===== config.mk =====
export PLATFORM = sky130hd
export DESIGN_NAME = pad_io_port_with_waveform
export DESIGN_NICKNAME = d
export VERILOG_FILES = /design/src/pad_port_pkg.sv /design/src/pad_io_port_with_waveform.sv
export SDC_FILE = /design/constraint.sdc
export NUM_CORES = 1
export LEC_CHECK = 0
export ABC_AREA = 1
export BUFFER_PORTS_ARGS = -buffer_cell sky130_fd_sc_hd__clkbuf_2
export CORE_MARGIN = 4
export CORE_UTILIZATION = 50
export DETAILED_ROUTE_END_ITERATION = 7
export GPL_ROUTABILITY_DRIVEN = 0
export PLACE_DENSITY = 0.7
export SETUP_SLACK_MARGIN = 0.4
export SLEW_MARGIN = 15
export SYNTH_ARGS = -nofsm -noshare
export SYNTH_HDL_FRONTEND = slang
export SYNTH_SLANG_ARGS = --single-unit
export TNS_END_PERCENT = 50

===== constraint.sdc =====
create_clock -name clk_i -period 12.6 [get_ports clk_i]
set_clock_uncertainty 0.2 [all_clocks]
set_input_delay 0.63 -clock clk_i [delete_from_list [all_inputs] [get_ports clk_i]]
set_output_delay 0.63 -clock clk_i [all_outputs]
set_load 0.01 [all_outputs]

===== src/pad_port_pkg.sv =====
package pad_port_pkg;

	// ----------------------------------------------------------------
	// register indices (byte address is four times the index)
	// ----------------------------------------------------------------
	localparam logic [29:0] IDX_PAD_LEVEL_UPPER = 30'h00001070;
	localparam logic [29:0] IDX_PAD_LEVEL_LOWER = 30'h00001071;
	localparam logic [29:0] IDX_OUTPUT_FLIP_UPPER = 30'h00001072;
	localparam logic [29:0] IDX_OUTPUT_FLIP_LOWER = 30'h00001073;
	localparam logic [29:0] IDX_OUTPUT_HIGH_UPPER = 30'h00001074;
	localparam logic [29:0] IDX_OUTPUT_HIGH_LOWER = 30'h00001075;
	localparam logic [29:0] IDX_OUTPUT_LOW_UPPER = 30'h00001076;
	localparam logic [29:0] IDX_OUTPUT_LOW_LOWER = 30'h00001077;
	localparam logic [29:0] IDX_PAD_DIRECTION_UPPER = 30'h00001078;
	localparam logic [29:0] IDX_PAD_DIRECTION_LOWER = 30'h00001079;
	localparam logic [29:0] IDX_DIRECTION_FLIP_UPPER = 30'h0000107a;
	localparam logic [29:0] IDX_DIRECTION_FLIP_LOWER = 30'h0000107b;
	localparam logic [29:0] IDX_MAKE_INPUT_UPPER = 30'h0000107c;
	localparam logic [29:0] IDX_MAKE_INPUT_LOWER = 30'h0000107d;
	localparam logic [29:0] IDX_MAKE_OUTPUT_UPPER = 30'h0000107e;
	localparam logic [29:0] IDX_MAKE_OUTPUT_LOWER = 30'h0000107f;
	// span pairs: base + 2k is the pad-1 half, base + 2k + 1 the pad-0 half
	localparam logic [29:0] IDX_WAVE_SPAN_BASE = 30'h00001080;
	localparam logic [29:0] IDX_WAVE_PERIOD_COUNT_HIGH = 30'h0000108a;
	localparam logic [29:0] IDX_WAVE_PERIOD_COUNT_LOW = 30'h0000108b;
	localparam logic [29:0] IDX_WAVE_CONTROL = 30'h0000108c;

	// ----------------------------------------------------------------
	// sizes, fields and reset values
	// ----------------------------------------------------------------
	localparam int PAD_COUNT = 12;
	localparam int SPAN_COUNT = 5;
	localparam int SYNC_STAGES = 3;
	localparam int CTL_EN0_BIT = 0;
	localparam int CTL_EN1_BIT = 1;
	localparam int CTL_WIDE_BIT = 2;
	localparam logic [3:0] DIR_UPPER_RESET = 4'hf;
	localparam logic [7:0] DIR_LOWER_RESET = 8'hff;
	localparam logic [11:0] OUT_RESET = 12'h000;
	localparam logic [7:0] SPAN_RESET = 8'h00;
	localparam logic [7:0] COUNT_RESET = 8'h00;
	localparam logic [2:0] CTL_RESET = 3'h0;
	localparam logic [1:0] RESP_OKAY = 2'h0;
	localparam logic [1:0] RESP_SLVERR = 2'h2;

	// ----------------------------------------------------------------
	// waveform channel state
	// ----------------------------------------------------------------
	typedef enum logic [2:0] {
		SPAN_ONE,
		SPAN_TWO,
		SPAN_THREE,
		SPAN_FOUR,
		SPAN_FIVE
	} span_e;

	typedef struct packed {
		logic run;
		logic done;
		logic level;
		span_e span;
		logic [15:0] cnt;
	} wave_chan_s;

	localparam wave_chan_s WAVE_CHAN_RESET = '{
		run: 1'b0, done: 1'b0, level: 1'b0, span: SPAN_ONE, cnt: 16'h0000};

endpackage : pad_port_pkg


===== src/pad_io_port_with_waveform.sv =====
// Implementation choice: the AXI4-Lite register port.
`timescale 1ns/1ns
`default_nettype none
module pad_io_port_with_waveform
	import pad_port_pkg::*;
(
	input wire logic clk_i,
	input wire logic rst_i,
	input wire logic [31:0] s_axi_awaddr_i,
	input wire logic s_axi_awvalid_i,
	output logic s_axi_awready_o,
	input wire logic [31:0] s_axi_wdata_i,
	input wire logic [3:0] s_axi_wstrb_i,
	input wire logic s_axi_wvalid_i,
	output logic s_axi_wready_o,
	output logic [1:0] s_axi_bresp_o,
	output logic s_axi_bvalid_o,
	input wire logic s_axi_bready_i,
	input wire logic [31:0] s_axi_araddr_i,
	input wire logic s_axi_arvalid_i,
	output logic s_axi_arready_o,
	output logic [31:0] s_axi_rdata_o,
	output logic [1:0] s_axi_rresp_o,
	output logic s_axi_rvalid_o,
	input wire logic s_axi_rready_i,
	input wire logic [11:0] pad_in_i,
	output logic [11:0] pad_out_o,
	output logic [11:0] pad_oe_o
);

	// ----------------------------------------------------------------
	// helpers
	// ----------------------------------------------------------------
	function automatic logic hit(input logic [31:0] addr, input logic [29:0] idx);
		return addr[31:2] == idx;
	endfunction : hit

	function automatic logic mapped(input logic [31:0] addr);
		return (addr[31:2] >= IDX_PAD_LEVEL_UPPER) && (addr[31:2] <= IDX_WAVE_CONTROL);
	endfunction : mapped

	// ----------------------------------------------------------------
	// bus write channel state
	// ----------------------------------------------------------------
	logic aw_held_reg, aw_held_next;
	logic w_held_reg, w_held_next;
	logic [31:0] wr_addr_reg, wr_addr_next;
	logic [31:0] wr_data_reg, wr_data_next;
	logic wr_lane_reg, wr_lane_next;
	logic bvalid_reg, bvalid_next;
	logic [1:0] bresp_reg, bresp_next;
	logic wr_fire;
	logic [7:0] wd;

	assign wr_fire = aw_held_reg & w_held_reg & ~bvalid_reg;
	assign wd = wr_data_reg[7:0];

	always_comb begin
		aw_held_next = aw_held_reg;
		w_held_next = w_held_reg;
		wr_addr_next = wr_addr_reg;
		wr_data_next = wr_data_reg;
		wr_lane_next = wr_lane_reg;
		bvalid_next = bvalid_reg;
		bresp_next = bresp_reg;
		if (s_axi_awvalid_i && !aw_held_reg) begin
			aw_held_next = 1'b1;
			wr_addr_next = s_axi_awaddr_i;
		end
		if (s_axi_wvalid_i && !w_held_reg) begin
			w_held_next = 1'b1;
			wr_data_next = s_axi_wdata_i;
			wr_lane_next = s_axi_wstrb_i[0];
		end
		if (wr_fire) begin
			aw_held_next = 1'b0;
			w_held_next = 1'b0;
			bvalid_next = 1'b1;
			bresp_next = mapped(wr_addr_reg) ? RESP_OKAY : RESP_SLVERR;
		end else if (bvalid_reg && s_axi_bready_i) begin
			bvalid_next = 1'b0;
		end
	end

	always_ff @(posedge clk_i or posedge rst_i) begin
		if (rst_i) begin
			aw_held_reg <= 1'b0;
			w_held_reg <= 1'b0;
			wr_addr_reg <= 32'h00000000;
			wr_data_reg <= 32'h00000000;
			wr_lane_reg <= 1'b0;
			bvalid_reg <= 1'b0;
			bresp_reg <= RESP_OKAY;
		end else begin
			aw_held_reg <= aw_held_next;
			w_held_reg <= w_held_next;
			wr_addr_reg <= wr_addr_next;
			wr_data_reg <= wr_data_next;
			wr_lane_reg <= wr_lane_next;
			bvalid_reg <= bvalid_next;
			bresp_reg <= bresp_next;
		end
	end

	assign s_axi_awready_o = ~aw_held_reg;
	assign s_axi_wready_o = ~w_held_reg;
	assign s_axi_bvalid_o = bvalid_reg;
	assign s_axi_bresp_o = bresp_reg;

	// only the low byte lane carries register data
	function automatic logic wr_to(input logic [29:0] idx);
		return wr_fire && wr_lane_reg && hit(wr_addr_reg, idx);
	endfunction : wr_to

	// ----------------------------------------------------------------
	// pad input synchroniser
	// ----------------------------------------------------------------
	logic [11:0] sync_reg [SYNC_STAGES];
	logic [11:0] live_reg, live_next;

	always_comb begin
		live_next = live_reg;
		for (int b = 0; b < PAD_COUNT; b++) begin
			if (sync_reg[1][b] == sync_reg[2][b]) begin
				live_next[b] = sync_reg[2][b];
			end
		end
	end

	always_ff @(posedge clk_i or posedge rst_i) begin
		if (rst_i) begin
			for (int s = 0; s < SYNC_STAGES; s++) begin
				sync_reg[s] <= 12'h000;
			end
			live_reg <= 12'h000;
		end else begin
			sync_reg[0] <= pad_in_i;
			for (int s = 1; s < SYNC_STAGES; s++) begin
				sync_reg[s] <= sync_reg[s - 1];
			end
			live_reg <= live_next;
		end
	end

	// ----------------------------------------------------------------
	// output values and directions
	// ----------------------------------------------------------------
	logic [11:0] out_reg, out_next;
	logic [11:0] dir_reg, dir_next;

	always_comb begin
		out_next = out_reg;
		dir_next = dir_reg;
		if (wr_to(IDX_PAD_LEVEL_UPPER)) out_next[11:8] = wd[3:0];
		if (wr_to(IDX_PAD_LEVEL_LOWER)) out_next[7:0] = wd;
		if (wr_to(IDX_OUTPUT_FLIP_UPPER)) out_next[11:8] = out_reg[11:8] ^ wd[3:0];
		if (wr_to(IDX_OUTPUT_FLIP_LOWER)) out_next[7:0] = out_reg[7:0] ^ wd;
		if (wr_to(IDX_OUTPUT_HIGH_UPPER)) out_next[11:8] = out_reg[11:8] | wd[3:0];
		if (wr_to(IDX_OUTPUT_HIGH_LOWER)) out_next[7:0] = out_reg[7:0] | wd;
		if (wr_to(IDX_OUTPUT_LOW_UPPER)) out_next[11:8] = out_reg[11:8] & ~wd[3:0];
		if (wr_to(IDX_OUTPUT_LOW_LOWER)) out_next[7:0] = out_reg[7:0] & ~wd;
		if (wr_to(IDX_PAD_DIRECTION_UPPER)) dir_next[11:8] = wd[3:0];
		if (wr_to(IDX_PAD_DIRECTION_LOWER)) dir_next[7:0] = wd;
		if (wr_to(IDX_DIRECTION_FLIP_UPPER)) dir_next[11:8] = dir_reg[11:8] ^ wd[3:0];
		if (wr_to(IDX_DIRECTION_FLIP_LOWER)) dir_next[7:0] = dir_reg[7:0] ^ wd;
		if (wr_to(IDX_MAKE_INPUT_UPPER)) dir_next[11:8] = dir_reg[11:8] | wd[3:0];
		if (wr_to(IDX_MAKE_INPUT_LOWER)) dir_next[7:0] = dir_reg[7:0] | wd;
		if (wr_to(IDX_MAKE_OUTPUT_UPPER)) dir_next[11:8] = dir_reg[11:8] & ~wd[3:0];
		if (wr_to(IDX_MAKE_OUTPUT_LOWER)) dir_next[7:0] = dir_reg[7:0] & ~wd;
	end

	always_ff @(posedge clk_i or posedge rst_i) begin
		if (rst_i) begin
			out_reg <= OUT_RESET;
			dir_reg <= {DIR_UPPER_RESET, DIR_LOWER_RESET};
		end else begin
			out_reg <= out_next;
			dir_reg <= dir_next;
		end
	end

	// ----------------------------------------------------------------
	// waveform configuration
	// ----------------------------------------------------------------
	logic [7:0] span_reg [SPAN_COUNT][2];
	logic [7:0] span_next [SPAN_COUNT][2];
	logic [2:0] ctl_reg, ctl_next;
	logic wide;

	assign wide = ctl_reg[CTL_WIDE_BIT];

	always_comb begin
		span_next = span_reg;
		ctl_next = ctl_reg;
		for (int k = 0; k < SPAN_COUNT; k++) begin
			if (wr_to(IDX_WAVE_SPAN_BASE + 30'(2 * k))) span_next[k][1] = wd;
			if (wr_to(IDX_WAVE_SPAN_BASE + 30'(2 * k + 1))) span_next[k][0] = wd;
		end
		if (wr_to(IDX_WAVE_CONTROL)) ctl_next = wd[2:0];
	end

	always_ff @(posedge clk_i or posedge rst_i) begin
		if (rst_i) begin
			for (int k = 0; k < SPAN_COUNT; k++) begin
				span_reg[k][0] <= SPAN_RESET;
				span_reg[k][1] <= SPAN_RESET;
			end
			ctl_reg <= CTL_RESET;
		end else begin
			span_reg <= span_next;
			ctl_reg <= ctl_next;
		end
	end

	// length of the current span of channel c
	function automatic logic [15:0] span_len(input int c, input span_e sp);
		logic [2:0] k;
		k = sp;
		if (c == 0 && wide) begin
			return {span_reg[k][1], span_reg[k][0]};
		end
		return {8'h00, span_reg[k][c]};
	endfunction : span_len

	// ----------------------------------------------------------------
	// waveform generators
	// ----------------------------------------------------------------
	wave_chan_s wave_reg [2];
	wave_chan_s wave_next [2];
	logic [7:0] rem_reg [2];
	logic [7:0] rem_next [2];
	logic [1:0] fin_reg, fin_next;

	always_comb begin
		logic chan_en;
		logic finite;
		logic [15:0] len;
		logic [15:0] left;
		chan_en = 1'b0;
		finite = 1'b0;
		len = 16'h0000;
		left = 16'h0000;
		wave_next = wave_reg;
		rem_next = rem_reg;
		fin_next = fin_reg;
		for (int c = 0; c < 2; c++) begin
			chan_en = ctl_reg[c] & ~(c == 1 && wide);
			if (!chan_en) begin
				wave_next[c] = WAVE_CHAN_RESET;
			end else if (!wave_reg[c].run && !wave_reg[c].done) begin
				wave_next[c].run = 1'b1;
				wave_next[c].span = SPAN_ONE;
				wave_next[c].cnt = 16'h0000;
				wave_next[c].level = 1'b1;
			end else if (wave_reg[c].run) begin
				len = span_len(c, wave_reg[c].span);
				if ({1'b0, wave_reg[c].cnt} + 17'h00001 >= {1'b0, len}) begin
					wave_next[c].cnt = 16'h0000;
					wave_next[c].level = ~wave_reg[c].level;
					case (wave_reg[c].span)
						SPAN_ONE: wave_next[c].span = SPAN_TWO;
						SPAN_TWO: wave_next[c].span = SPAN_THREE;
						SPAN_THREE: wave_next[c].span = SPAN_FOUR;
						SPAN_FOUR: wave_next[c].span = SPAN_FIVE;
						default: begin
							wave_next[c].span = SPAN_ONE;
							wave_next[c].level = 1'b1;
							finite = (c == 0 && wide) ? |fin_reg : fin_reg[c];
							left = (c == 0 && wide) ? {rem_reg[1], rem_reg[0]} :
								{8'h00, rem_reg[c]};
							if (finite) begin
								left = left - 16'h0001;
								if (c == 0 && wide) begin
									rem_next[1] = left[15:8];
									rem_next[0] = left[7:0];
								end else begin
									rem_next[c] = left[7:0];
								end
								if (left == 16'h0000) begin
									wave_next[c].run = 1'b0;
									wave_next[c].done = 1'b1;
									wave_next[c].level = 1'b0;
								end
							end
						end
					endcase
				end else begin
					wave_next[c].cnt = wave_reg[c].cnt + 16'h0001;
				end
			end
		end
		if (wr_to(IDX_WAVE_PERIOD_COUNT_HIGH)) begin
			rem_next[1] = wd;
			fin_next[1] = |wd;
		end
		if (wr_to(IDX_WAVE_PERIOD_COUNT_LOW)) begin
			rem_next[0] = wd;
			fin_next[0] = |wd;
		end
		if (wr_to(IDX_WAVE_PERIOD_COUNT_HIGH) || wr_to(IDX_WAVE_PERIOD_COUNT_LOW)) begin
			wave_next[0].done = 1'b0;
			wave_next[1].done = 1'b0;
		end
	end

	always_ff @(posedge clk_i or posedge rst_i) begin
		if (rst_i) begin
			for (int c = 0; c < 2; c++) begin
				wave_reg[c] <= WAVE_CHAN_RESET;
				rem_reg[c] <= COUNT_RESET;
			end
			fin_reg <= 2'h0;
		end else begin
			wave_reg <= wave_next;
			rem_reg <= rem_next;
			fin_reg <= fin_next;
		end
	end

	// ----------------------------------------------------------------
	// pad drive
	// ----------------------------------------------------------------
	logic [11:0] drive_reg, drive_next;

	always_comb begin
		drive_next = out_reg;
		for (int c = 0; c < 2; c++) begin
			if (wave_reg[c].run) drive_next[c] = wave_reg[c].level;
		end
	end

	always_ff @(posedge clk_i or posedge rst_i) begin
		if (rst_i) begin
			drive_reg <= OUT_RESET;
		end else begin
			drive_reg <= drive_next;
		end
	end

	assign pad_out_o = drive_reg;
	assign pad_oe_o = ~dir_reg;

	// ----------------------------------------------------------------
	// bus read channel
	// ----------------------------------------------------------------
	logic rvalid_reg, rvalid_next;
	logic [31:0] rdata_reg, rdata_next;
	logic [1:0] rresp_reg, rresp_next;

	always_comb begin
		rvalid_next = rvalid_reg;
		rdata_next = rdata_reg;
		rresp_next = rresp_reg;
		if (s_axi_arvalid_i && !rvalid_reg) begin
			rvalid_next = 1'b1;
			rdata_next = 32'h00000000;
			rresp_next = mapped(s_axi_araddr_i) ? RESP_OKAY : RESP_SLVERR;
			if (hit(s_axi_araddr_i, IDX_PAD_LEVEL_UPPER)) rdata_next[3:0] = live_reg[11:8];
			if (hit(s_axi_araddr_i, IDX_PAD_LEVEL_LOWER)) rdata_next[7:0] = live_reg[7:0];
			if (hit(s_axi_araddr_i, IDX_PAD_DIRECTION_UPPER)) rdata_next[3:0] = dir_reg[11:8];
			if (hit(s_axi_araddr_i, IDX_PAD_DIRECTION_LOWER)) rdata_next[7:0] = dir_reg[7:0];
			for (int k = 0; k < SPAN_COUNT; k++) begin
				if (hit(s_axi_araddr_i, IDX_WAVE_SPAN_BASE + 30'(2 * k))) begin
					rdata_next[7:0] = span_reg[k][1];
				end
				if (hit(s_axi_araddr_i, IDX_WAVE_SPAN_BASE + 30'(2 * k + 1))) begin
					rdata_next[7:0] = span_reg[k][0];
				end
			end
			if (hit(s_axi_araddr_i, IDX_WAVE_PERIOD_COUNT_HIGH)) rdata_next[7:0] = rem_reg[1];
			if (hit(s_axi_araddr_i, IDX_WAVE_PERIOD_COUNT_LOW)) rdata_next[7:0] = rem_reg[0];
			if (hit(s_axi_araddr_i, IDX_WAVE_CONTROL)) rdata_next[2:0] = ctl_reg;
		end else if (rvalid_reg && s_axi_rready_i) begin
			rvalid_next = 1'b0;
		end
	end

	always_ff @(posedge clk_i or posedge rst_i) begin
		if (rst_i) begin
			rvalid_reg <= 1'b0;
			rdata_reg <= 32'h00000000;
			rresp_reg <= RESP_OKAY;
		end else begin
			rvalid_reg <= rvalid_next;
			rdata_reg <= rdata_next;
			rresp_reg <= rresp_next;
		end
	end

	assign s_axi_arready_o = ~rvalid_reg;
	assign s_axi_rvalid_o = rvalid_reg;
	assign s_axi_rdata_o = rdata_reg;
	assign s_axi_rresp_o = rresp_reg;

endmodule : pad_io_port_with_waveform
`default_nettype wire


Word-level counts from Yosys, hierarchy flattened

Cells that the tools add are included.
W data, S select, Z words.

Add/subtract/negate cells: 6
Magnitude comparators: 8
Eq/ne operators: 82
Multiplexer cells: 101
Bitwise gates (word level): 27
Reduce and logical (&&, ||, !) cells: 72

Operators with widths:

| cell                    | count |
|---|---|
| $eq A30 B13 Y1 const B  | 46 |
| $mux W8                 | 33 |
| $mux W16                | 16 |
| $bmux W16 S3            | 2 |
| $mux W22                | 4 |
| $ge A30 B13 Y1 const B  | 2 |
| $le A30 B13 Y1 const B  | 2 |
| $mux W20                | 2 |
| $mux W4                 | 10 |
| $logic_and A1 B1 Y1     | 39 |
| $add A16 B1 Y17 const B | 2 |
| $add A16 B1 Y16 const B | 2 |
| $logic_not A16 Y1       | 2 |
| $ne A3 B1 Y1 const B    | 9 |
| $pmux W3 S4             | 2 |
| $mux W1                 | 21 |
| $mux W3                 | 7 |
| $ne A3 B2 Y1 const B    | 7 |
| $reduce_and A6 Y1       | 3 |
| $ge A17 B16 Y1          | 1 |
| $ge A17 B8 Y1           | 1 |
| $and A8 B8 Y8           | 2 |
| $or A8 B8 Y8            | 2 |
| $reduce_bool A2 Y1      | 8 |
| other kinds (27)        | 71 |

Register bits: 286
Output and inout bits: 65
Logic and storage cells: 351

Logic depth before layout (Yosys ltp)

Gate-level depths: netlist (run 1).

Word-level depth: 21
Depth in mapped cells: 23
Mapped depth without buffers: 22

Least setup slack after synthesis (run 1)

Ideal clock, no wire load.

Path type: register to register
Start point: register wave_reg[22] (netlist name)
End point: register rem_reg[1] (netlist name)
Library setup time: 0.116 ns
Arrival: 2.906 ns
Setup slack: 9.377 ns
Cell stages (with the launch flop): 21
Path buffers: 1
Clock period less this slack: 3.223 ns
Cell sequence: dfrtp_1 -> inv_1 -> nor3_1 -> inv_1 -> nor3_1 -> inv_1 -> nor2_1 -> nand4_1 -> xor2_1 -> inv_1 -> ha_1 -> nand4_1 -> nor4_1 -> nand2_1 -> nand3_2 -> buf_6 -> nand3b_1 -> nand3_1 -> nand3_1 -> nand2_1 -> nand2_1

RTL lines:

| item                   | RTL line                         | RTL |
|---|---|---|
| start, declared        | pad_io_port_with_waveform.sv:228 | `wave_chan_s wave_reg [2];` |
| start signal, assigned | pad_io_port_with_waveform.sv:314 | `wave_reg <= wave_next;` |
| end signal, assigned   | pad_io_port_with_waveform.sv:315 | `rem_reg <= rem_next;` |
| end, declared          | pad_io_port_with_waveform.sv:230 | `logic [7:0] rem_reg [2];` |

Worst setup path in the final report (run 1)

Start point: register wave_reg[38] (netlist name)
End point: register wave_reg[28] (netlist name)

Cells in the longest elaborated chain, start to end: 14

RTL lines:

| item                                            | RTL line                                                           | RTL |
|---|---|---|
| $not A3 Y4 (not written as such) (*)            | pad_io_port_with_waveform.sv:220, pad_io_port_with_waveform.sv:222 |  |
| $bmux W16 S3 (*)                                | pad_io_port_with_waveform.sv:220, pad_io_port_with_waveform.sv:222 |  |
| $mux W16 (not written as such) (*) (2 in a row) | pad_io_port_with_waveform.sv:220, pad_io_port_with_waveform.sv:222 |  |
| $mux W16                                        | pad_io_port_with_waveform.sv:219                                   | `if (c == 0 && wide) begin` |
| $mux W16 (*)                                    | pad_io_port_with_waveform.sv:222                                   | `return {8'h00, span_reg[k][c]};` |
| $mux W16 (*)                                    | pad_io_port_with_waveform.sv:255                                   | `end else if (wave_reg[c].run) begin` |
| $mux W16 (*)                                    | pad_io_port_with_waveform.sv:250                                   | `end else if (!wave_reg[c].run && !wave_reg[c].done) begin` |
| $mux W16 (*)                                    | pad_io_port_with_waveform.sv:248                                   | `if (!chan_en) begin` |
| $ge A17 B16 Y1 (*)                              | pad_io_port_with_waveform.sv:257                                   | `if ({1'b0, wave_reg[c].cnt} + 17'h00001 >= {1'b0, len}) begin` |
| $mux W16 (*)                                    | pad_io_port_with_waveform.sv:257                                   |  |
| $mux W22 (*)                                    | pad_io_port_with_waveform.sv:255                                   |  |
| $mux W20 (*)                                    | pad_io_port_with_waveform.sv:250                                   |  |
| $mux W22 (*)                                    | pad_io_port_with_waveform.sv:248                                   |  |

Mark *: on every way between the ends. The rest lies on a longest branch, timed or not. The select of a mux whose other input is x is not followed.
A chain may end at the register's enable or synchronous reset.

==> summary.md, run 1 <==
| Metric | Value |
|---|---|
| Status | `complete, no violations` |
| Clock network power share | `37.4%` |
| Commonest non-fill, non-tap cell in the layout | `nand2_1` |
| Clk root buf | `clkbuf_16` |
| CP arrival | `5.20 ns` |
| Antenna Nets Post-Route | `0` |
| Crit path buf inv count | `2` |
| Mapped Area | `16,530 um^2` |
| Largest net degree at the start of global routing | `134` |
| Yosys Warn Count | `0` |
| Flops & latches, synth | `282` |
| H-tree levels | `1` |
| Slowest stage delay, CP | `1.12 ns` |
| Final min period | `4.929 ns` |
| Gr usage total | `24.82%` |
| Top-level I/O count | `184` |
| First-pass GRT wire length | `73.82 mm` |
| Placed cells | `2,568` |
| Num CTS Buffers | `31` |
| CP required | `12.87 ns` |
| Worst-Margin Slew | `1.180 ns` |
| CTS Buffer Depth | `3` |
| Finished Cell Area | `18,550 um^2` |
| Post-route insts no fill | `2,639` |
| Detailed Routing Iterations Pass 1 | `6` |
| Max FO, Critical Path | `35` |
| Die width | `189.8 um` |
| Final core occ | `57.00%` |
| Period utilization | `39.12%` |
| Setup violators final | `0` |
| Max_slew headroom | `20.76%` |
| Dpl cell area | `17,400 um^2` |
| Syn Inst Count | `2,057` |
| Async SR Flop Fraction | `100.0%` |
| Core box area | `32,540 um^2` |
| Die height | `189.8 um` |
| HPWL Detailed | `32.60 mm` |
| Flip-flop count of the largest register after layout | `80` |
| Cell mode on critical path | `o21ai_0` |
| Logic gate share of total power | `19.6%` |
| Layout cell share with drive strength beyond 1 | `12.84%` |
| Mean area per synthesized cell | `8.035 um^2` |
| Post-synth EDFFs | `0` |
| Count of input and output buffers | `126` |
| Clk slew on worst S/H paths | `0.07 ns` |
| Via count | `14,710` |
| WL final | `44.90 mm` |
| CP max-delay cell | `dfrtp_1` |
| Total grt overflow | `0` |
| Post-CTS sizing | `0` |
| Final max-slew violation count | `0` |
| Switching power share of the total | `31.58%` |
| Worst ir drop on vdd | `0.1558 mV` |
| Main flop type after synthesis | `dfrtp_1` |
| CP Launch Type | `flop` |
| HP Class | `in2async` |
| Total power | `2.441 mW` |
| RSZ-0062 raised after global routing | `false` |
| Max cap viols | `0` |
| DR vias/cell | `5.574` |
| Netlist cell types | `63` |
| CTS hold repair buffers | `13` |
| Inserted Diodes | `0` |
| Kind of end point of the critical path | `flop` |
| P_sw | `0.7709 mW` |
| Setup slack, reg-to-reg | `7.67 ns` |
| Power Density | `131.6 nW/um^2` |
| Initial drt markers | `1,383` |
| Sequential-to-total area share from yosys stat | `42.79%` |
| Starting Density | `50.80%` |
| Drt wl/cell | `17.01 um` |
| Worst-Skew Late Latency | `0.58 ns` |
| Pleak | `8.579 nW` |
| Setup Fix Bufs, Post-CTS | `0` |
| Vias in the first global route | `14,250` |
| Fmax | `0.2029 GHz` |
| Power Internal | `1.670 mW` |
| Share of power burned in registers | `43.1%` |
| CTS tree | `built` |
| Worst Setup Path Type | `reg2reg` |
| Initial antenna violation count | `0` |
| Layout area overhead | `12.22%` |
| Die area | `36,030 um^2` |
| Placement Rows | `66` |
| Critical path's top delay family | `compound AO/OA/AOI/OAI gates` |
| Total Negative Setup Slacks | `0 ns` |
| Total clock sinks | `282` |
| Most frequent cells in the layout | `nand2_1, dfrtp_1, inv_1` |
| Final hold violations | `0` |
| # DRC | `0` |
| Crit-path cells | `inv_1 > o21ai_0 > o21ai_0 > o21ai_0 > ha_1 > a21oi_1 > o31ai_1 > a21oi_1 > nor2_1 > nor2_2 > nand3_2 > nor2_4 > inv_2 > o22ai_1` |
| Post-layout net count | `2,369` |
[logic make-up after synthesis]
family	after synthesis	synth area share, %
multiplexers	40	2.665
other	1	0.02269
AND/OR/NAND/NOR	873	23.85
flip-flops	282	42.79
buffers and inverters	337	8.479
XOR/XNOR	47	2.491
adder cells (fa/ha/maj)	90	6.632
AO/OA/AOI/OAI	387	13.07
[Yosys cell counts, types with 5 or more instances]
| master | number | area [um^2] |
|---|---|---|
| a211oi_1 | 7 | 52.55 |
| a21oi_1 | 84 | 420.4 |
| a221oi_1 | 7 | 61.31 |
| a31o_2 | 5 | 43.79 |
| a31oi_1 | 21 | 131.4 |
| buf_2 | 5 | 25.02 |
| buf_4 | 28 | 210.2 |
| clkbuf_1 | 52 | 195.2 |
| clkinv_1 | 6 | 22.52 |
| dfrtp_1 | 270 | 6756 |
| dfstp_2 | 12 | 315.3 |
| ha_1 | 78 | 975.9 |
| inv_1 | 231 | 867.1 |
| inv_2 | 9 | 33.78 |
| maj3_1 | 12 | 120.1 |
| mux2_2 | 32 | 360.4 |
| mux2i_1 | 8 | 80.08 |
| nand2_1 | 403 | 1513 |
| nand3_1 | 95 | 475.5 |
| nand4_1 | 63 | 394.1 |
| nor2_1 | 202 | 758.2 |
| nor2_2 | 12 | 75.07 |
| nor3_1 | 53 | 265.3 |
| nor3_2 | 5 | 50.05 |
| nor4_1 | 11 | 68.82 |
| o211ai_1 | 5 | 37.54 |
| o21ai_0 | 195 | 975.9 |
| o21ai_1 | 9 | 45.04 |
| o221ai_1 | 8 | 70.07 |
| o22ai_1 | 25 | 156.4 |
| o31ai_1 | 7 | 52.55 |
| xnor2_1 | 7 | 61.31 |
| xor2_1 | 40 | 350.3 |
[layout make-up]
type / count / area, um^2
Fill cell: 3001 / 13990
Multi-Input combinational cell: 1463 / 8150
Sequential cell: 282 / 7072
Inverter: 247 / 937.1
Clock buffer: 44 / 844.6
Timing Repair Buffer: 147 / 820.8
Tap cell: 442 / 553.0
Clock inverter: 14 / 168.9
[per-layer routing]
layer / vias up / global-route usage [%] / part of all wire (%)
li1: 7071 / - / -
met1: 6993 / 34.44 / 44
met2: 541 / 40.68 / 46
met3: 105 / 3.486 / 6.5
met4: 0 / 7.902 / 3.5
met5: - / 0 / 0
[final timing paths]
path,cells past startpoint,startpoint,endpoint
min reg2reg,0,sync_reg[32]$_DFF_PP0_,sync_reg[20]$_DFF_PP0_
max,14,wave_reg[38]$_DFFE_PP0P_,wave_reg[28]$_DFFE_PP0P_
min,2,rst_i,span_reg[29]$_DFFE_PP0P_
max reg2reg,14,wave_reg[38]$_DFFE_PP0P_,wave_reg[28]$_DFFE_PP0P_
min in group clk_i,2,s_axi_rready_i,s_axi_rvalid_o$_DFFE_PP0P_
max in group asynchronous,4,rst_i,wr_data_reg[4]$_DFFE_PP0P_
[per-stage QoR]
step	setup WS (ns)	hold slack (ns)
after floorplan	4.011	0.1312
after global placement	7.973	0.1315
after detailed placement	7.872	0.1358
after CTS	7.876	0.03847
after global routing	7.449	0.06750
final	7.671	0.02838
[power groups by stage]
stage	Sequential [mW]	Clock, mW	Combinational (mW)
floorplan	1.04	0	0.339
global placement	1.06	0	0.459
detailed placement	1.07	0	0.473
CTS	1.05	0.930	0.479
global route	1.06	0.964	0.538
finish	1.05	0.912	0.478
No activity file was read; power rests on OpenSTA's default activity.
==> run 2, diff against run 1 <==
Settings changed: ABC_AREA 1 to 0, PLACE_DENSITY 0.7 to 0.73.
Clock period 12.6 ns to 4.2 ns, I/O delays scaled along.
==> summary.md, run 2 <==
| Metric | Value |
|---|---|
| Status | `finished, violations left` |
| Violated checks | `design-rule violations` |
| Yosys Warn Count | `0 (unchanged)` |
| Period utilization | `88.45% (+49 points)` |
| Via count | `13,490 (-8.3%)` |
| Top cells by count, synth | `dfrtp_1, nand2_1, o21ai_0, ha_1, nor2_1` |
| CTS tree | `built` |
| Final hold violations | `0 (unchanged)` |
| Netlist cell types | `89 (+41%)` |
| Finished Cell Area | `18,610 um^2 (+0.36%)` |
| Slowest stage delay, CP | `0.53 ns (-0.59 ns)` |
| Dpl cell area | `16,720 um^2 (-3.9%)` |
| Main flop type after synthesis | `dfrtp_1` |
| CP required | `4.46 ns (-8.41 ns)` |
| Most common cell in the netlist | `dfrtp_1` |
| Adder-Cell Fraction of Synth Area | `6.913% (+0.28 points)` |
| Top-level I/O count | `184 (unchanged)` |
| Power Density | `414.1 nW/um^2 (+210%)` |
| Flops & latches, synth | `282 (unchanged)` |
| Commonest non-fill, non-tap cell in the layout | `dfrtp_1` |
| Die width | `186.1 um (-2.0%)` |
| Ranking of synthesized cells by area | `dfrtp_1, ha_1, nand2_1` |
| Max_slew headroom | `26.06% (+5.3 points)` |
| Inserted Diodes | `0 (unchanged)` |
| Antenna Nets Post-Route | `0 (unchanged)` |
| Layout area overhead | `17.40%` |
| Hold slack | `0.03379 ns (+0.005404 ns)` |
| Crit-path cells | `buf_12 > mux4_2 > a22o_1 > ha_1 > nor2b_1 > o21ai_0 > a41oi_2 > o211ai_4 > o21ai_4 > or4_1 > xor2_1 > a21oi_1` |
| Initial antenna violation count | `0 (unchanged)` |
| Post-route insts no fill | `2,199 (-17%)` |
| Fmax | `0.2692 GHz (+33%)` |
| Vias in the first global route | `13,450 (-5.6%)` |
| Die area | `34,620 um^2 (-3.9%)` |
| Placement Rows | `64 (-3.0%)` |
| Worst-Margin Slew | `1.108 ns (-0.07169 ns)` |
| RSZ-0062 raised after global routing | `false` |
| Worst Setup Path Type | `reg2reg` |
| Final max-slew violation count | `0 (unchanged)` |
| H-tree levels | `2 (+1)` |
| Post-synth EDFFs | `0 (unchanged)` |
| CTS Buffer Depth | `3 (unchanged)` |
| Kind of end point of the critical path | `flop` |
| Die height | `186.1 um (-2.0%)` |
| Num CTS Buffers | `34 (+9.7%)` |
| Count of input and output buffers | `126 (unchanged)` |
| Sequential-to-total area share from yosys stat | `44.61% (+1.8 points)` |
| Layout cell share with drive strength beyond 1 | `18.25% (+5.4 points)` |
| Mux share of post-synthesis cell area | `8.902% (+6.2 points)` |
| Flip-flop count of the largest register after layout | `80 (unchanged)` |
| Placed cells | `2,071 (-19%)` |
| Initial drt markers | `1,446 (+4.6%)` |
| Critical path's top delay family | `compound AO/OA/AOI/OAI gates` |
| Drt wl/cell | `20.98 um (+23%)` |
| Largest family of logic cells by synthesized area | `simple AND/OR/NAND/NOR gates` |
| Syn Inst Count | `1,622 (-21%)` |
| Synth Area in Compound Gates | `16.04% (+3.0 points)` |
| DR vias/cell | `6.134 (+10%)` |
| CP arrival | `3.97 ns (-1.23 ns)` |
| Gr usage total | `26.80% (+2.0 points)` |
| Detailed Routing Iterations Pass 1 | `8 (+2)` |
| Max FO, Critical Path | `14 (-60%)` |
| Starting Density | `51.29% (+0.50 points)` |
| Clk slew on worst S/H paths | `0.06 ns (about the same)` |
| Worst-Skew Late Latency | `0.54 ns (-0.04 ns)` |
| WL final | `46.14 mm (+2.8%)` |
| First-pass GRT wire length | `73.95 mm (+0.19%)` |
| HPWL Detailed | `32.07 mm (-1.6%)` |
| Async SR Flop Fraction | `100.0% (unchanged)` |
| Mapped Area | `15,850 um^2 (-4.1%)` |
| CP max-delay cell | `mux4_2` |
| Mean area per synthesized cell | `9.774 um^2 (+22%)` |
| Crit path buf inv count | `1 (-1)` |
| Xor/xnor share of the synthesized area | `1.878% (-0.61 points)` |
| Area leader, netlist | `dfrtp_1` |
| Most frequent cells in the layout | `dfrtp_1, nand2_1, clkbuf_2` |
| Max cap viols | `0 (unchanged)` |
| Total clock sinks | `282 (unchanged)` |
| Total Negative Setup Slacks | `0 ns (unchanged)` |
| Core box area | `30,910 um^2 (-5.0%)` |
| Post-layout net count | `1,976 (-17%)` |
| Pleak | `8.251 nW (-3.8%)` |
| CP Launch Type | `flop` |
| Total grt overflow | `0 (unchanged)` |
| Largest net degree at the start of global routing | `130 (-3.0%)` |
| Worst ir drop on vdd | `0.5111 mV (+230%)` |
| Share of the synthesized area in the top cell type | `42.62% (+1.7 points)` |
| # DRC | `2 (+2)` |
| Simple-gate area share of the yosys netlist | `16.45% (-7.4 points)` |
| HP Class | `in2async` |
| Final min period | `3.715 ns (-1.214 ns)` |
| Setup violators final | `0 (unchanged)` |
| Clk root buf | `clkbuf_16` |
-- run 2: changes by cell type after synthesis, sizes merged, moves of 33 or more --
| cell | delta |
|---|---|
| nand2 | -188 |
| mux2i | +52 |
| nand4 | -50 |
| o21ai | -54 |
| a22o | +33 |
| nand3 | -53 |
| nor2 | -139 |
| inv | -177 |
-- run 2: worst register-to-register path, cell delays in order (launching register included) --
cell and delay, ns:
dfrtp_2 0.43, buf_12 0.18, mux4_2 0.55, a22o_1 0.23
ha_1 0.28, nor2b_1 0.04, o21ai_0 0.23, a41oi_2 0.20
o211ai_4 0.41, o21ai_4 0.15, or4_1 0.45, xor2_1 0.16
a21oi_1 0.15
-- run 2: cells by family (layout without fill, tap and decap cells) --
family	Yosys count	in the layout
AO/OA/AOI/OAI	390	390
XOR/XNOR	34	34
adder cells (fa/ha/maj)	90	90
buffers and inverters	186	342
flip-flops	282	282
multiplexers	116	116
other	1	26
AND/OR/NAND/NOR	523	523
-- run 2: final cells by class --
cell class / instances / area [um^2]
Inverter: 65 / 247.7
Tap cell: 396 / 495.5
Clock inverter: 14 / 197.7
Sequential cell: 282 / 7078
Fill cell: 2549 / 12300
Timing Repair Buffer: 217 / 1518
Multi-Input combinational cell: 1179 / 8130
Clock buffer: 46 / 945.9
-- run 2: final timing paths --
kind	from	endpoint	slack, ns	cells past startpoint
min	rst_i	out_reg[3]$_DFFE_PP0P_	0.03	3
max	wave_reg[38]$_DFFE_PP0P_	rem_reg[15]$_DFFE_PP0P_	0.49	12
min reg2reg	sync_reg[30]$_DFF_PP0_	sync_reg[18]$_DFF_PP0_	0.15	0
max reg2reg	wave_reg[38]$_DFFE_PP0P_	rem_reg[15]$_DFFE_PP0P_	0.49	12
min in group clk_i	s_axi_araddr_i[8]	s_axi_rresp_o[1]$_DFFE_PP0P_	0.07	6
max in group asynchronous	rst_i	wave_reg[39]$_DFFE_PP0P_	2.58	4
-- run 2: routing by layer --
layer	up-vias	wire length, um	track usage [%]	share of wire, %
li1	6101	-	-	-
met5	-	0	0	0
met1	6566	18770	36.66	41
met3	163	4111	6.058	8.9
met4	0	2136	10.81	4.6
met2	659	21130	41.59	46
-- run 2: metrics by stage --
step / utilization (%) / power, mW / setup slack (ns)
floorplan: - / 4.177 / 0.06451
global placement: 54.08 / 4.585 / 0.3223
detailed placement: 54.08 / 4.649 / 0.3092
CTS: 59.81 / 7.683 / 0.4277
global route: 60.22 / 8.067 / 0.3317
finish: 60.22 / 7.708 / 0.4852
-- run 2: timing repair --
| item | in CTS | in global routing |
|---|---|---|
| pin swaps | 0 | 5 |
| hold buffers | 60 | 0 |
| resized for setup | 5 | 15 |
| endpoints found under the setup margin | 15 | 38 |
| endpoints found under the hold margin | 145 | 0 |
| setup buffers | 0 | 8 |
-- run 2: power by group --
part | total [mW] | switching [mW] | leakage, nW | internal [mW]
clock | 2.98 | 1.19 | 0.555 | 1.79
sequential | 3.33 | 0.362 | 3.67 | 2.97
combinational | 1.39 | 0.844 | 4.03 | 0.550
total | 7.71 | 2.40 | 8.25 | 5.31
==> run 3, diff against run 2 <==
Settings changed: REMOVE_ABC_BUFFERS set to 1.
==> summary.md, run 3 (synthesized netlist as in run 2, its figures left out) <==
| Metric | Value |
|---|---|
| Clk root buf | `clkbuf_16` |
| Antenna Nets Post-Route | `0 (unchanged)` |
| Pleak | `8.236 nW (-0.17%)` |
| Gr usage total | `26.21% (-0.58 points)` |
| Post-layout net count | `1,969 (-0.35%)` |
| Critical path depth | `13 (+1)` |
| Via count | `13,350 (-1.0%)` |
| H-tree levels | `1 (-1)` |
| Layout cell share with drive strength beyond 1 | `18.43% (+0.18 points)` |
| CTS Buffer Depth | `3 (unchanged)` |
| Crit path buf inv count | `1 (unchanged)` |
| Final hold violations | `0 (unchanged)` |
| Placed cells | `2,073 (+0.097%)` |
| Max cap viols | `0 (unchanged)` |
| Slowest stage delay, CP | `0.49 ns (-0.04 ns)` |
| Power Density | `415.3 nW/um^2 (+0.30%)` |
| Detailed Routing Iterations Pass 1 | `5 (-3)` |
| Starting Density | `51.29% (unchanged)` |
| Critical path's top delay family | `compound AO/OA/AOI/OAI gates` |
| Num CTS Buffers | `30 (-12%)` |
| CP arrival | `4.00 ns (+0.03 ns)` |
| Final min period | `3.728 ns (+0.01292 ns)` |
| Die width | `186.1 um (unchanged)` |
| Initial antenna violation count | `0 (unchanged)` |
| Die height | `186.1 um (unchanged)` |
| Crit-path cells | `buf_4 > mux4_2 > a22o_1 > nand2_1 > ha_1 > a2111oi_4 > o21ai_1 > a41oi_2 > o211ai_4 > o211ai_1 > a21boi_4 > o21ai_0 > a31oi_1` |
| Core box area | `30,910 um^2 (unchanged)` |
| Die area | `34,620 um^2 (unchanged)` |
| Fmax | `0.2683 GHz (-0.35%)` |
| CP Launch Type | `flop` |
| Total clock sinks | `282 (unchanged)` |
| Vias in the first global route | `13,360 (-0.67%)` |
| WL final | `45.65 mm (-1.1%)` |
| Status | `complete, no violations` |
| Final max-slew violation count | `0 (unchanged)` |
| DR vias/cell | `6.087 (-0.77%)` |
| Hold path cells | `5` |
| Worst ir drop on vdd | `0.4781 mV (-6.5%)` |
| Largest net degree at the start of global routing | `126 (-3.1%)` |
| CP required | `4.48 ns (+0.02 ns)` |
| First-pass GRT wire length | `72.24 mm (-2.3%)` |
| Placement Rows | `64 (unchanged)` |
| # DRC | `0 (-2)` |
| RSZ-0062 raised after global routing | `true` |
| Drt wl/cell | `20.82 um (-0.79%)` |
| Kind of end point of the critical path | `flop` |
| Post-route insts no fill | `2,193 (-0.27%)` |
| Max_slew headroom | `29.86% (+3.8 points)` |
| Worst R2R Path Depth | `13 (+1)` |
| Count of input and output buffers | `126 (unchanged)` |
| Total grt overflow | `0 (unchanged)` |
| Layout area overhead | `17.15%` |
| Period utilization | `88.76% (+0.31 points)` |
| HPWL Detailed | `31.75 mm (-0.99%)` |
| Fillers | `2,542 (-0.27%)` |
| Top-level I/O count | `184 (unchanged)` |
| Most frequent cells in the layout | `dfrtp_1, nand2_1, clkbuf_2` |
| Worst Setup Path Type | `reg2reg` |
| Total power | `7.714 mW (about the same)` |
| HP Class | `in2reg` |
| Clk slew on worst S/H paths | `0.06 ns (about the same)` |
| Commonest non-fill, non-tap cell in the layout | `dfrtp_1` |
| Worst-Margin Slew | `1.051 ns (-0.05695 ns)` |
| CP max-delay cell | `mux4_2` |
| CTS tree | `built` |
| Flip-flop count of the largest register after layout | `80 (unchanged)` |
| Initial drt markers | `1,154 (-20%)` |
| Setup violators final | `0 (unchanged)` |
| Max FO, Critical Path | `8 (-6)` |
| Worst-Skew Late Latency | `0.58 ns (+0.04 ns)` |
## run 3: final cells by class
| class | instances | area, um^2 | share of cell area (%) |
|---|---|---|---|
| Inverter | 65 | 251.5 | 1.354 |
| Timing Repair Buffer | 214 | 1484 | 7.990 |
| Clock inverter | 23 | 340.3 | 1.832 |
| Multi-Input combinational cell | 1179 | 8138 | 43.82 |
| Tap cell | 396 | 495.5 | 2.668 |
| Sequential cell | 282 | 7079 | 38.12 |
| Antenna cell | 1 | 2.502 | 0.01347 |
| Clock buffer | 33 | 782.0 | 4.210 |
## run 3: final timing paths
kind                                                from                           end  slack [ns]
worst max-delay path            wave_reg[38]$_DFFE_PP0P_          rem_reg[5]$_DFF_PP0_        0.47
min in group asynchronous                          rst_i        sync_reg[29]$_DFF_PP0_        0.14
worst min register to register    sync_reg[35]$_DFF_PP0_        sync_reg[23]$_DFF_PP0_        0.15
max in group asynchronous                          rst_i        dir_reg[7]$_DFFE_PP1P_        2.59
worst min-delay path                   s_axi_araddr_i[6]  s_axi_rresp_o[1]$_DFFE_PP0P_        0.01
worst max register to register  wave_reg[38]$_DFFE_PP0P_          rem_reg[5]$_DFF_PP0_        0.47
## run 3: through the flow
step	TNS [ns]	hold slack (ns)	utilization [%]	cell area (um^2)	worst slack [ns]
2_1_floorplan	-1093.48	0.04143	-	15370	-3.969
3_3_place_gp	0	0.1179	54.17	16740	0.3184
3_5_place_dp	0	0.1197	54.17	16740	0.2894
4_1_cts	0	0.003790	59.75	18470	0.3849
5_1_grt	0	0.06207	60.08	18570	0.3095
6_report	0	0.01220	60.09	18570	0.4723
## run 3: worst reg2reg max path: cells and delay by family, from the launching register on
family	cells	cell delay, ns
muxes	1	0.49
and+or+nand+nor	1	0.07
AOI/OAI and AO/OA	9	2.01
DFF	1	0.43
adders and majority gates	1	0.29
buffers and inverters	1	0.15
## run 3: repair_timing
| item | CTS | global route |
|---|---|---|
| endpoints found under the hold margin | 178 | 0 |
| endpoints found under the setup margin | 17 | 43 |
| hold buffers | 57 | 0 |
| pin swaps | 1 | 6 |
| resized for setup | 6 | 17 |
| buffers inserted | 0 | 6 |
## run 3: per-layer routing
layer  global-route usage, %  part of all wire [%]  vias to the layer above
met5                       0                     0                        -
met4                   10.43                   4.3                        0
met3                   4.456                   8.4                      141
met2                   43.12                    48                      644
met1                   34.79                    40                     6482
li1                        -                     -                     6082
## run 3: power breakdown
part | switching [mW] | leakage, nW | total, mW | internal, mW
Combinational | 0.867 | 4.04 | 1.42 | 0.556
Clock | 1.20 | 0.533 | 2.99 | 1.79
Sequential | 0.333 | 3.66 | 3.30 | 2.97
Total | 2.40 | 8.24 | 7.71 | 5.32
